==> src/rtl/dcc_pkg.sv <==
package dcc_pkg;

   // -----------------------------------------------------------------
   // Register map
   // -----------------------------------------------------------------
   localparam int ADDR_W = 4;
   localparam logic [3:0] ADDR_MODE_CTRL = 4'h0;
   localparam logic [3:0] ADDR_FLAGS = 4'h1;
   localparam logic [3:0] ADDR_S1_VAL_LO = 4'h2;
   localparam logic [3:0] ADDR_S1_VAL_HI = 4'h3;
   localparam logic [3:0] ADDR_S2_VAL_LO = 4'h4;
   localparam logic [3:0] ADDR_S2_VAL_HI = 4'h5;
   localparam logic [3:0] ADDR_STATUS = 4'h6;
   localparam logic [7:0] MODE_CTRL_RST = 8'h00;
   localparam int S1_FIELD_LSB = 0;
   localparam int S2_FIELD_LSB = 4;
   localparam int S1_FLAG_BIT = 2;
   localparam int S2_FLAG_BIT = 3;

   // -----------------------------------------------------------------
   // Mode codes
   // -----------------------------------------------------------------
   localparam logic [3:0] M_CAP_FALL = 4'h4;
   localparam logic [3:0] M_CAP_RISE = 4'h5;
   localparam logic [3:0] M_CAP_4 = 4'h6;
   localparam logic [3:0] M_CAP_16 = 4'h7;
   localparam logic [3:0] M_CMP_SET = 4'h8;
   localparam logic [3:0] M_CMP_CLR = 4'h9;
   localparam logic [3:0] M_CMP_TGL = 4'hA;
   localparam logic [3:0] M_RESERVED = 4'hB;
   localparam logic [3:0] M_CMP_TRIG = 4'hF;
   localparam logic [3:0] PRE_4_LAST = 4'h3;
   localparam logic [3:0] PRE_16_LAST = 4'hF;

   typedef struct packed {
      logic [15:0] value;
      logic event_flag;
      logic pin_out;
      logic pin_drive;
      logic trigger;
   } dcc_set_out_t;

endpackage

==> src/rtl/dcc_set.sv <==
// Local design decisions: the register offsets and the strobed register port.
`timescale 1ns/100ps
module dcc_set (
   input wire logic i_core_clk,
   input wire logic i_rst,
   input wire logic [3:0] i_mode,
   input wire logic [15:0] i_timer1_count,
   input wire logic i_capture_input_pin,
   input wire logic i_wr_lo,
   input wire logic i_wr_hi,
   input wire logic [7:0] i_wdata,
   output dcc_pkg::dcc_set_out_t o_set
);

   logic [15:0] val_r, val_nxt;
   logic [3:0] pre_r, pre_nxt;
   logic pin_r, pin_nxt;
   logic pin_prev_r;
   logic off, cap_mode, reserved, rise, fall, cap_evt, match;
   logic clr_last_r, clr_last_nxt;
   dcc_pkg::dcc_set_out_t out_nxt;

   // -----------------------------------------------------------------
   // Event decode
   // -----------------------------------------------------------------
   always_comb begin
      off = (i_mode[3:2] == 2'b00);
      reserved = (i_mode == dcc_pkg::M_RESERVED);
      cap_mode = (i_mode[3:2] == 2'b01);
      rise = i_capture_input_pin & ~pin_prev_r;
      fall = ~i_capture_input_pin & pin_prev_r;
      match = i_mode[3] & ~reserved & (i_timer1_count == val_r);
      cap_evt = 1'b0;
      pre_nxt = pre_r;
      if (!cap_mode) begin
         pre_nxt = 4'h0;
      end else begin
         case (i_mode)
            dcc_pkg::M_CAP_FALL: cap_evt = fall;
            dcc_pkg::M_CAP_RISE: cap_evt = rise;
            dcc_pkg::M_CAP_4: begin
               if (rise) begin
                  cap_evt = ((pre_r & dcc_pkg::PRE_4_LAST) == dcc_pkg::PRE_4_LAST);
                  pre_nxt = pre_r + 4'h1;
               end
            end
            dcc_pkg::M_CAP_16: begin
               if (rise) begin
                  cap_evt = (pre_r == dcc_pkg::PRE_16_LAST);
                  pre_nxt = pre_r + 4'h1;
               end
            end
            default: cap_evt = 1'b0;
         endcase
      end
      val_nxt = val_r;
      if (cap_evt) begin
         val_nxt = i_timer1_count;
      end
      if (i_wr_lo) begin
         val_nxt[7:0] = i_wdata;
      end
      if (i_wr_hi) begin
         val_nxt[15:8] = i_wdata;
      end
      clr_last_nxt = clr_last_r;
      case (i_mode)
         dcc_pkg::M_CMP_SET: pin_nxt = match ? 1'b1 : pin_r;
         dcc_pkg::M_CMP_CLR: pin_nxt = match ? 1'b0 : pin_r;
         dcc_pkg::M_CMP_TGL: pin_nxt = match ? ~pin_r : pin_r;
         default: pin_nxt = pin_r;
      endcase
      if (off || reserved) begin
         // Off default: clear-on-match mode idles high, the others low.
         pin_nxt = clr_last_r;
      end else begin
         clr_last_nxt = (i_mode == dcc_pkg::M_CMP_CLR);
      end
      out_nxt.value = val_nxt;
      out_nxt.event_flag = cap_evt | match;
      out_nxt.pin_out = pin_nxt;
      out_nxt.pin_drive = (i_mode == dcc_pkg::M_CMP_SET) || (i_mode == dcc_pkg::M_CMP_CLR)
         || (i_mode == dcc_pkg::M_CMP_TGL);
      out_nxt.trigger = match && (i_mode == dcc_pkg::M_CMP_TRIG);
   end

   // -----------------------------------------------------------------
   // State registers
   // -----------------------------------------------------------------
   always_ff @(posedge i_core_clk or posedge i_rst) begin
      if (i_rst) begin
         val_r <= 16'h0000;
         pre_r <= 4'h0;
         pin_r <= 1'b0;
         pin_prev_r <= 1'b0;
         clr_last_r <= 1'b0;
         o_set <= '0;
      end else begin
         val_r <= val_nxt;
         pre_r <= pre_nxt;
         pin_prev_r <= i_capture_input_pin;
         clr_last_r <= clr_last_nxt;
         pin_r <= pin_nxt;
         o_set <= out_nxt;
      end
   end

endmodule

==> src/rtl/dcc_top.sv <==
`timescale 1ns/100ps
// Function
// Upper nibble set 2, lower nibble set 1
// Mode 00xx turns set off, resets it
// Capture on falling (0100) or rising (0101)
// Capture every 4th (0110), 16th (0111) rise
// Match sets (1000) or clears (1001) output
// Match toggles output with code 1010
// Codes 11xx set flag, pin undriven
// Code 1111 flags and pulses conversion trigger
// Timer1 count never cleared by match
// Capture copies Timer1, flag set, overwrites
// Set 1 flag bit 2, set 2 bit 3
// Prescaler cleared when off, non-capture, reset
// Off output default 0, clear mode 1
// Code 1011 acts off; control resets zero
module dcc_top (
   input wire logic i_core_clk,
   input wire logic i_rst,
   input wire logic [3:0] i_addr,
   input wire logic [7:0] i_wdata,
   input wire logic i_wr,
   input wire logic i_rd,
   output logic [7:0] o_rdata,
   input wire logic [15:0] i_timer1_count,
   input wire logic i_capture_input_pin,
   input wire logic i_adc_enable,
   output logic o_set1_compare_pin,
   output logic o_set1_compare_pin_oe_n,
   output logic o_set2_compare_pin,
   output logic o_set2_compare_pin_oe_n,
   output logic o_adc_start,
   output logic [7:0] o_peripheral_flag_register
);

   logic [7:0] dual_cc_mode_control_r, dual_cc_mode_control_nxt;
   logic [7:0] flags_r, flags_nxt;
   logic [7:0] rdata_nxt;
   dcc_pkg::dcc_set_out_t s1, s2;
   logic wr_mode, wr_flags;

   // -----------------------------------------------------------------
   // Register sets
   // -----------------------------------------------------------------
   dcc_set u_set1 (
      .i_core_clk(i_core_clk),
      .i_rst(i_rst),
      .i_mode(dual_cc_mode_control_r[dcc_pkg::S1_FIELD_LSB +: 4]),
      .i_timer1_count(i_timer1_count),
      .i_capture_input_pin(i_capture_input_pin),
      .i_wr_lo(i_wr && i_addr == dcc_pkg::ADDR_S1_VAL_LO),
      .i_wr_hi(i_wr && i_addr == dcc_pkg::ADDR_S1_VAL_HI),
      .i_wdata(i_wdata),
      .o_set(s1)
   );

   dcc_set u_set2 (
      .i_core_clk(i_core_clk),
      .i_rst(i_rst),
      .i_mode(dual_cc_mode_control_r[dcc_pkg::S2_FIELD_LSB +: 4]),
      .i_timer1_count(i_timer1_count),
      .i_capture_input_pin(i_capture_input_pin),
      .i_wr_lo(i_wr && i_addr == dcc_pkg::ADDR_S2_VAL_LO),
      .i_wr_hi(i_wr && i_addr == dcc_pkg::ADDR_S2_VAL_HI),
      .i_wdata(i_wdata),
      .o_set(s2)
   );

   // -----------------------------------------------------------------
   // Register file
   // -----------------------------------------------------------------
   always_comb begin
      wr_mode = i_wr && (i_addr == dcc_pkg::ADDR_MODE_CTRL);
      wr_flags = i_wr && (i_addr == dcc_pkg::ADDR_FLAGS);
      dual_cc_mode_control_nxt = wr_mode ? i_wdata : dual_cc_mode_control_r;
      flags_nxt = wr_flags ? (flags_r & i_wdata) : flags_r;
      // Hardware set wins over a software clear in the same cycle.
      flags_nxt[dcc_pkg::S1_FLAG_BIT] = flags_nxt[dcc_pkg::S1_FLAG_BIT] | s1.event_flag;
      flags_nxt[dcc_pkg::S2_FLAG_BIT] = flags_nxt[dcc_pkg::S2_FLAG_BIT] | s2.event_flag;
      case (i_addr)
         dcc_pkg::ADDR_MODE_CTRL: rdata_nxt = dual_cc_mode_control_r;
         dcc_pkg::ADDR_FLAGS: rdata_nxt = flags_r;
         dcc_pkg::ADDR_S1_VAL_LO: rdata_nxt = s1.value[7:0];
         dcc_pkg::ADDR_S1_VAL_HI: rdata_nxt = s1.value[15:8];
         dcc_pkg::ADDR_S2_VAL_LO: rdata_nxt = s2.value[7:0];
         dcc_pkg::ADDR_S2_VAL_HI: rdata_nxt = s2.value[15:8];
         dcc_pkg::ADDR_STATUS: rdata_nxt = {4'h0, s2.pin_drive, s2.pin_out, s1.pin_drive, s1.pin_out};
         default: rdata_nxt = 8'h00;
      endcase
      if (!i_rd) begin
         rdata_nxt = 8'h00;
      end
   end

   always_ff @(posedge i_core_clk or posedge i_rst) begin
      if (i_rst) begin
         dual_cc_mode_control_r <= dcc_pkg::MODE_CTRL_RST;
         flags_r <= 8'h00;
         o_rdata <= 8'h00;
         o_set1_compare_pin <= 1'b0;
         o_set1_compare_pin_oe_n <= 1'b1;
         o_set2_compare_pin <= 1'b0;
         o_set2_compare_pin_oe_n <= 1'b1;
         o_adc_start <= 1'b0;
         o_peripheral_flag_register <= 8'h00;
      end else begin
         dual_cc_mode_control_r <= dual_cc_mode_control_nxt;
         flags_r <= flags_nxt;
         o_rdata <= rdata_nxt;
         o_set1_compare_pin <= s1.pin_out;
         o_set1_compare_pin_oe_n <= ~s1.pin_drive;
         o_set2_compare_pin <= s2.pin_out;
         o_set2_compare_pin_oe_n <= ~s2.pin_drive;
         o_adc_start <= (s1.trigger | s2.trigger) & i_adc_enable;
         o_peripheral_flag_register <= flags_nxt;
      end
   end

endmodule

==> config.mk <==
export PLATFORM = sky130hd
export DESIGN_NAME = dcc_top
export DESIGN_NICKNAME = d
export VERILOG_FILES = /design/src/rtl/dcc_pkg.sv /design/src/rtl/dcc_set.sv /design/src/rtl/dcc_top.sv
export SDC_FILE = /design/constraint.sdc
export NUM_CORES = 1
export LEC_CHECK = 0
export BUFFER_PORTS_ARGS = -buffer_cell sky130_fd_sc_hd__buf_2
export CAP_MARGIN = 10
export CORE_ASPECT_RATIO = 1.25
export CORE_MARGIN = 2
export CORE_UTILIZATION = 57
export DETAILED_ROUTE_END_ITERATION = 16
export GPL_TIMING_DRIVEN = 0
export PLACE_DENSITY = 0.87
export SYNTH_ARGS = -nofsm -noshare
export SYNTH_HDL_FRONTEND = slang
export SYNTH_HIERARCHICAL = 1
export SYNTH_SLANG_ARGS = --single-unit
==> constraint.sdc <==
create_clock -name i_core_clk -period 3 [get_ports i_core_clk]
set_input_delay 0.3 -clock i_core_clk [delete_from_list [all_inputs] [get_ports i_core_clk]]
set_output_delay 0.3 -clock i_core_clk [all_outputs]
set_load 0.01 [all_outputs]
* Word level (Yosys, flattened, before mapping)
Index checks and enable logic that the tools add are counted.
** Word-level totals
- Bits in registers :: 80
** Cells by class
- Add/sub/neg operators :: 2
- Equal/unequal tests :: 42
- Mux-type cells :: 33
- Bitwise operators :: 21
- Reduce and logical (&&, ||, !) cells :: 29
** Operator list (number)
- one-hot mux 8 bit (7 select lines) :: 1
- == test 4 bit (second input constant) :: 12
- == test 4 x 3 -> 1 bit (second input constant) :: 11
- two-way mux 8 bit :: 5
- == test 16 bit :: 2
- two-way mux 16 bit :: 2
- two-way mux 4 bit :: 7
- != test 3 x 1 -> 1 bit (second input constant) :: 6
- two-way mux 1 bit :: 14
- adder 4 x 1 -> 4 bit (second input constant) :: 2
- bitwise AND 8 bit :: 1
- == test 4 x 2 -> 1 bit (second input constant) :: 2
- logical AND 1 bit :: 8
- != test 2 bit (second input constant) :: 4
- NOT 1 bit :: 8
- one-hot mux 1 bit (4 select lines) :: 2
- AND reduction 4 bit :: 2
- nonzero test 2 bit :: 4
- nonzero test 4 bit :: 2
- bitwise AND 1 bit :: 7
- logical OR 1 bit :: 6
- one-hot mux 1 bit (3 select lines) :: 2
- OR 1 bit :: 5
- == test 2 x 1 -> 1 bit (second input constant) :: 2
- other kinds (6) :: 10

* Depth between registers and ports, before layout
- Depth after elaboration :: 7
- Depth in mapped cells :: 8
- Gate-level depth less buffers :: 6

* Cells and area by module
Netlist, hierarchy kept.
** Modules (own cells, without submodules)
- dcc_set :: instances 2, cells each 143, area an instance 1450.1 um2, sequential area each 650.6 um2
- dcc_top :: instances 1, cells each 138, area an instance 1579.0 um2, sequential area each 728.2 um2

* Worst setup path after synthesis
Ideal clock, no wire load.
- Path type :: in2reg
- Start :: in i_addr[0]
- End :: reg u_set1.val_r[12]
- Setup time :: 0.132 ns
- Arrival :: 1.547 ns
- Data required time :: 2.868 ns
- Slack :: 1.321 ns
- Stages :: 6
- Buffers on the path :: 3
- Cells stage by stage :: clkbuf_1 > clkbuf_1 > nand2_1 > nor2_1 > buf_1 > o21ai_1
** On the way
- Word-level cells in the longest chain between the ends :: 3
** Ends and longest elaborated chain
- from (decl) :: RTL line dcc_top.sv:20 : input wire logic [3:0] i_addr,
- == test 4 x 2 -> 1 bit * :: RTL line dcc_top.sv:52 : .i_wr_hi(i_wr && i_addr == dcc_pkg::ADDR_S1_VAL_HI),
- logical AND 1 bit * :: RTL line dcc_top.sv:52
- two-way mux 8 bit / nonzero test 2 bit (equally long branches)
- to (signal assigned) :: RTL line dcc_set.sv:99 : val_r <= val_nxt;
- to (decl) :: RTL line dcc_set.sv:15 : logic [15:0] val_r, val_nxt;
Every way passes the cells marked *; elsewhere a longest branch is shown, timed or not.
A chain may end at the register's enable or synchronous reset.

* Worst setup path after layout
- Start :: in i_addr[0]
- End :: reg u_set2.val_r[5]
** On the way
- Word-level cells in the longest chain between the ends :: 3
** Ends and longest elaborated chain
- == test 4 x 3 -> 1 bit * :: RTL line dcc_top.sv:63 : .i_wr_lo(i_wr && i_addr == dcc_pkg::ADDR_S2_VAL_LO),
- logical AND 1 bit * :: RTL line dcc_top.sv:63
- two-way mux 8 bit / nonzero test 2 bit (equally long branches)
- to (signal assigned) :: RTL line dcc_set.sv:99
- to (decl) :: RTL line dcc_set.sv:15
Marked as above.

==> out/qor.yml <==
outcome:
  outcome: "completed"
yosys:
  synth_edf_count: 0
  synth-compound-area-share_pct: 11.8
  yosys_warnings: 6
  synth_cell_types: 51
  syn_nets: 460
  yosys.area_share.adder_pct: 0.559
  synthXorXnorAreaFrac_pct: 7.04
  yosys-top-cells-area: "dfrtp_1, mux2i_1, xnor2_1, nand2_1, o21ai_1"
  synth-simple-area-share_pct: 17.0
  ys.flop_type: "dfrtp_1"
  syn_inst: 424
  async_flop_share_pct: 100
  yosysMostFrequentCell: "dfrtp_1"
  syn_area_per_cell_um2: 10.6
  synth_top_family_by_area: "simple AND/OR/NAND/NOR gates"
  synth_top_area_share_pct: 44.1
  synth_commonest_cells: "dfrtp_1, nand2_1, mux2i_1"
  yosysSeqAreaShare_pct: 45.3
  synth_mux_area_share_pct: 14.0
  synth_top_cell_by_area: "dfrtp_1"
  yosys_register_bits: 81
  syn_area_um2: 4480
die:
  die_h_um: 103
  start_util_pct: 58.2
  coreArea_um2: 7700
  rows: 36
  dieWidth_um: 83.3
  boundaryPins: 55
  fp.dieArea_um2: 8590
flow_run:
  maxCapViolations: 0
critical_path:
  r2r_cells: 4
  startpoint_type: "input port"
  rrSetupSlack_ns: 1.11
  required_ns: 3.29
  crit_path_max_fanout: 10
  end_kind: "flop"
  critPathKind: "in2reg"
  crit_top_cell: "clkbuf_1"
  slowest_delay_ns: 0.96
  crit_path_cell_trace: "buf_2 > clkbuf_1 > clkbuf_1 > nor3_1 > buf_1 > nand2_1 > o21ai_1"
  critical-path-slowest-cell: "nor3_1"
  arrival_ns: 2.67
  reg2reg_to: "u_set2/pin_r"
  reg2reg_from: "u_set2/val_r[9]"
detailed_routing:
  wl_per_cell_um: 20.3
  drt_iter0_drc: 344
  dr.pass1.iters: 5
  routed_wl_mm: 12.0
  via_count: 3661
  drtAntennaViolNets: 0
  vias_per_cell: 6.19
  route.detailed.drc: 0
cells_and_area:
  diodes: 0
  layout.cells.non_filler: 591
  fillers: 598
  final_layout_size_suffix_gt1_share_pct: 21.6
  syn_to_final_growth_pct: 13.9
  fin_area_um2: 5100
  final_nets: 527
  fin_util_pct: 66.2
sta:
  skew_ns: 0.0138
  hold_viol_final: 0
  hold_slack_ns: 0.146
  maxSlewViolCount: 0
  worst_pin_slew_ns: 1.14
  slew_headroom_pct: 23.1
  setup_slack_ns: 0.625
  finalSetupTns_ns: 0
  max_freq_mhz: 421
  finalCritPeriodShare_pct: 79.2
  rsz0062_at_grt: "false"
  setup_viol: 0
  period_minus_slack_ns: 2.37
clocking:
  cts-hold-fix-buffers: 0
  clk_pin_slew_ns: 0.09
  numCtsBuffers: 9
  root_buffer: "clkbuf_8"
  clock_latency_ns: 0.37
  cts.sinks: 81
  cts_tree: "built"
  clockBufferDepth: 2
  cts_setup_buffers: 0
  htreeDepth: 3
  cts.repair.resized: 0
global_route:
  grt_use_total_pct: 29.2
  grt_pass1_vias: 3608
  antenna_found_initial: 0
  grt_pass1_wl_mm: 19.0
  grt-ovfl-total: 0
  grt_start_max_net_pins: 30
power:
  p_per_area_nw_per_um2: 721
  clkPwrFrac_pct: 21.9
  p_seq_share_pct: 47.3
  p_int_mw: 2.37
  power.leakage_nw: 2.50
  switchingPower_mw: 1.31
  power.total_mw: 3.68
  pwr-share-comb_pct: 30.8
  ir_drop_mv: 0.463
  sw_frac_of_total_pct: 35.7
worst_hold_path:
  holdPathEnd: "o_adc_start"
  hold_depth: 2
  hp-start: "i_adc_enable"
  hold_path.class: "in2reg"
placement:
  place_congestion: 0.972
  placed_cells: 573
  io_buffer_count: 54
  dpl-instance-area_um2: 4870
  hpwl_mm: 8.76
  pre_cts_slack_ns: 0.370
## worst max-delay path by stage
stage	start	endpoint	slack [ns]	cells after the start
detailed placement	i_addr[0]	u_set2/val_r[5]	0.37	7
CTS	i_addr[0]	u_set2/val_r[5]	0.76	7
floorplan	i_addr[0]	u_set1/val_r[12]	1.32	6
finish	i_addr[0]	u_set2/val_r[5]	0.63	7
global placement	i_addr[0]	u_set2/val_r[7]	0.47	6
global route	i_addr[1]	u_set1/val_r[4]	0.56	7
## layout by cell type (no fill, tap or decap), types with 3 or more instances in the layout
cell type  instances
a21oi_1            8
a22oi_1            6
a31oi_1            7
and3b_1           16
buf_1              4
buf_2             55
buf_6              5
clkbuf_1           7
clkbuf_8           9
clkinv_2           3
dfrtp_1           79
inv_1              9
mux2_2             7
mux2_4             8
mux2i_1           36
mux4_2             3
nand2_1           46
nand2b_1           5
nand3_1            7
nand3b_1           5
nand4_1            8
nor2_1            15
nor2b_1            3
nor3_1             6
nor4_1             3
o21a_1             7
o21ai_0           11
o21ai_1           32
or3_1              3
xnor2_1           24
xor2_1            12
## cell type report
type                            instances  area [µm²]  area share (%)
Buffer                                 21         158            3.09
Clock buffer                            9         124            2.43
Clock inverter                          7        70.1            1.37
Inverter                               10        37.5           0.736
Multi-Input combinational cell        312        2250            44.2
Sequential cell                        81        2030            39.8
Tap cell                               95         119            2.33
Timing Repair Buffer                   56         308            6.04
## cells by family after synthesis
family	count (synthesis)
AO/OA/AOI/OAI	86
XOR/XNOR	36
adder cells (fa/ha/maj)	2
buffers and inverters	31
flip-flops	81
multiplexers	54
AND/OR/NAND/NOR	134
## routing by layer
layer,GRT usage [%],vias to the layer above,share of wire [%]
met1,36.4,1811,39
met4,14.5,0,3.2
met5,0,-,0
met3,3.92,23,7.0
met2,50.7,167,51
li1,-,1660,-
## flip-flops by register name, indices dropped and copies added (netlist names)
signal,cells
o_adc_start,1
u_set1/pin_r,1
o_set1_compare_pin_oe_n,1
u_set2/o_set,3
u_set2/clr_last_r,1
u_set1/o_set,3
o_set1_compare_pin,1
u_set1/pin_prev_r,1
flags_r,8
u_set2/pre_r,4
u_set1/pre_r,4
u_set1/clr_last_r,1
u_set2/val_r,16
o_set2_compare_pin_oe_n,1
o_rdata,8
u_set2/pin_r,1
u_set1/val_r,16
u_set2/pin_prev_r,1
o_set2_compare_pin,1
dual_cc_mode_control_r,8
## critical path: cells and delay by family
kind	cells	cell delay [ns]
buf+inv	4	1.17
compound gates	1	0.11
simple gates	2	1.09
## power by group through the flow
| stage | Clock [mW] | Sequential [mW] | Combinational, mW |
|---|---|---|---|
| 2_1_floorplan | 0 | 1.66 | 0.819 |
| 3_3_place_gp | 0 | 1.73 | 1.07 |
| 3_5_place_dp | 0 | 1.75 | 1.11 |
| 4_1_cts | 0.818 | 1.73 | 1.11 |
| 5_1_grt | 0.848 | 1.77 | 1.24 |
| 6_report | 0.806 | 1.74 | 1.13 |
(Power assumes the default switching activity.)
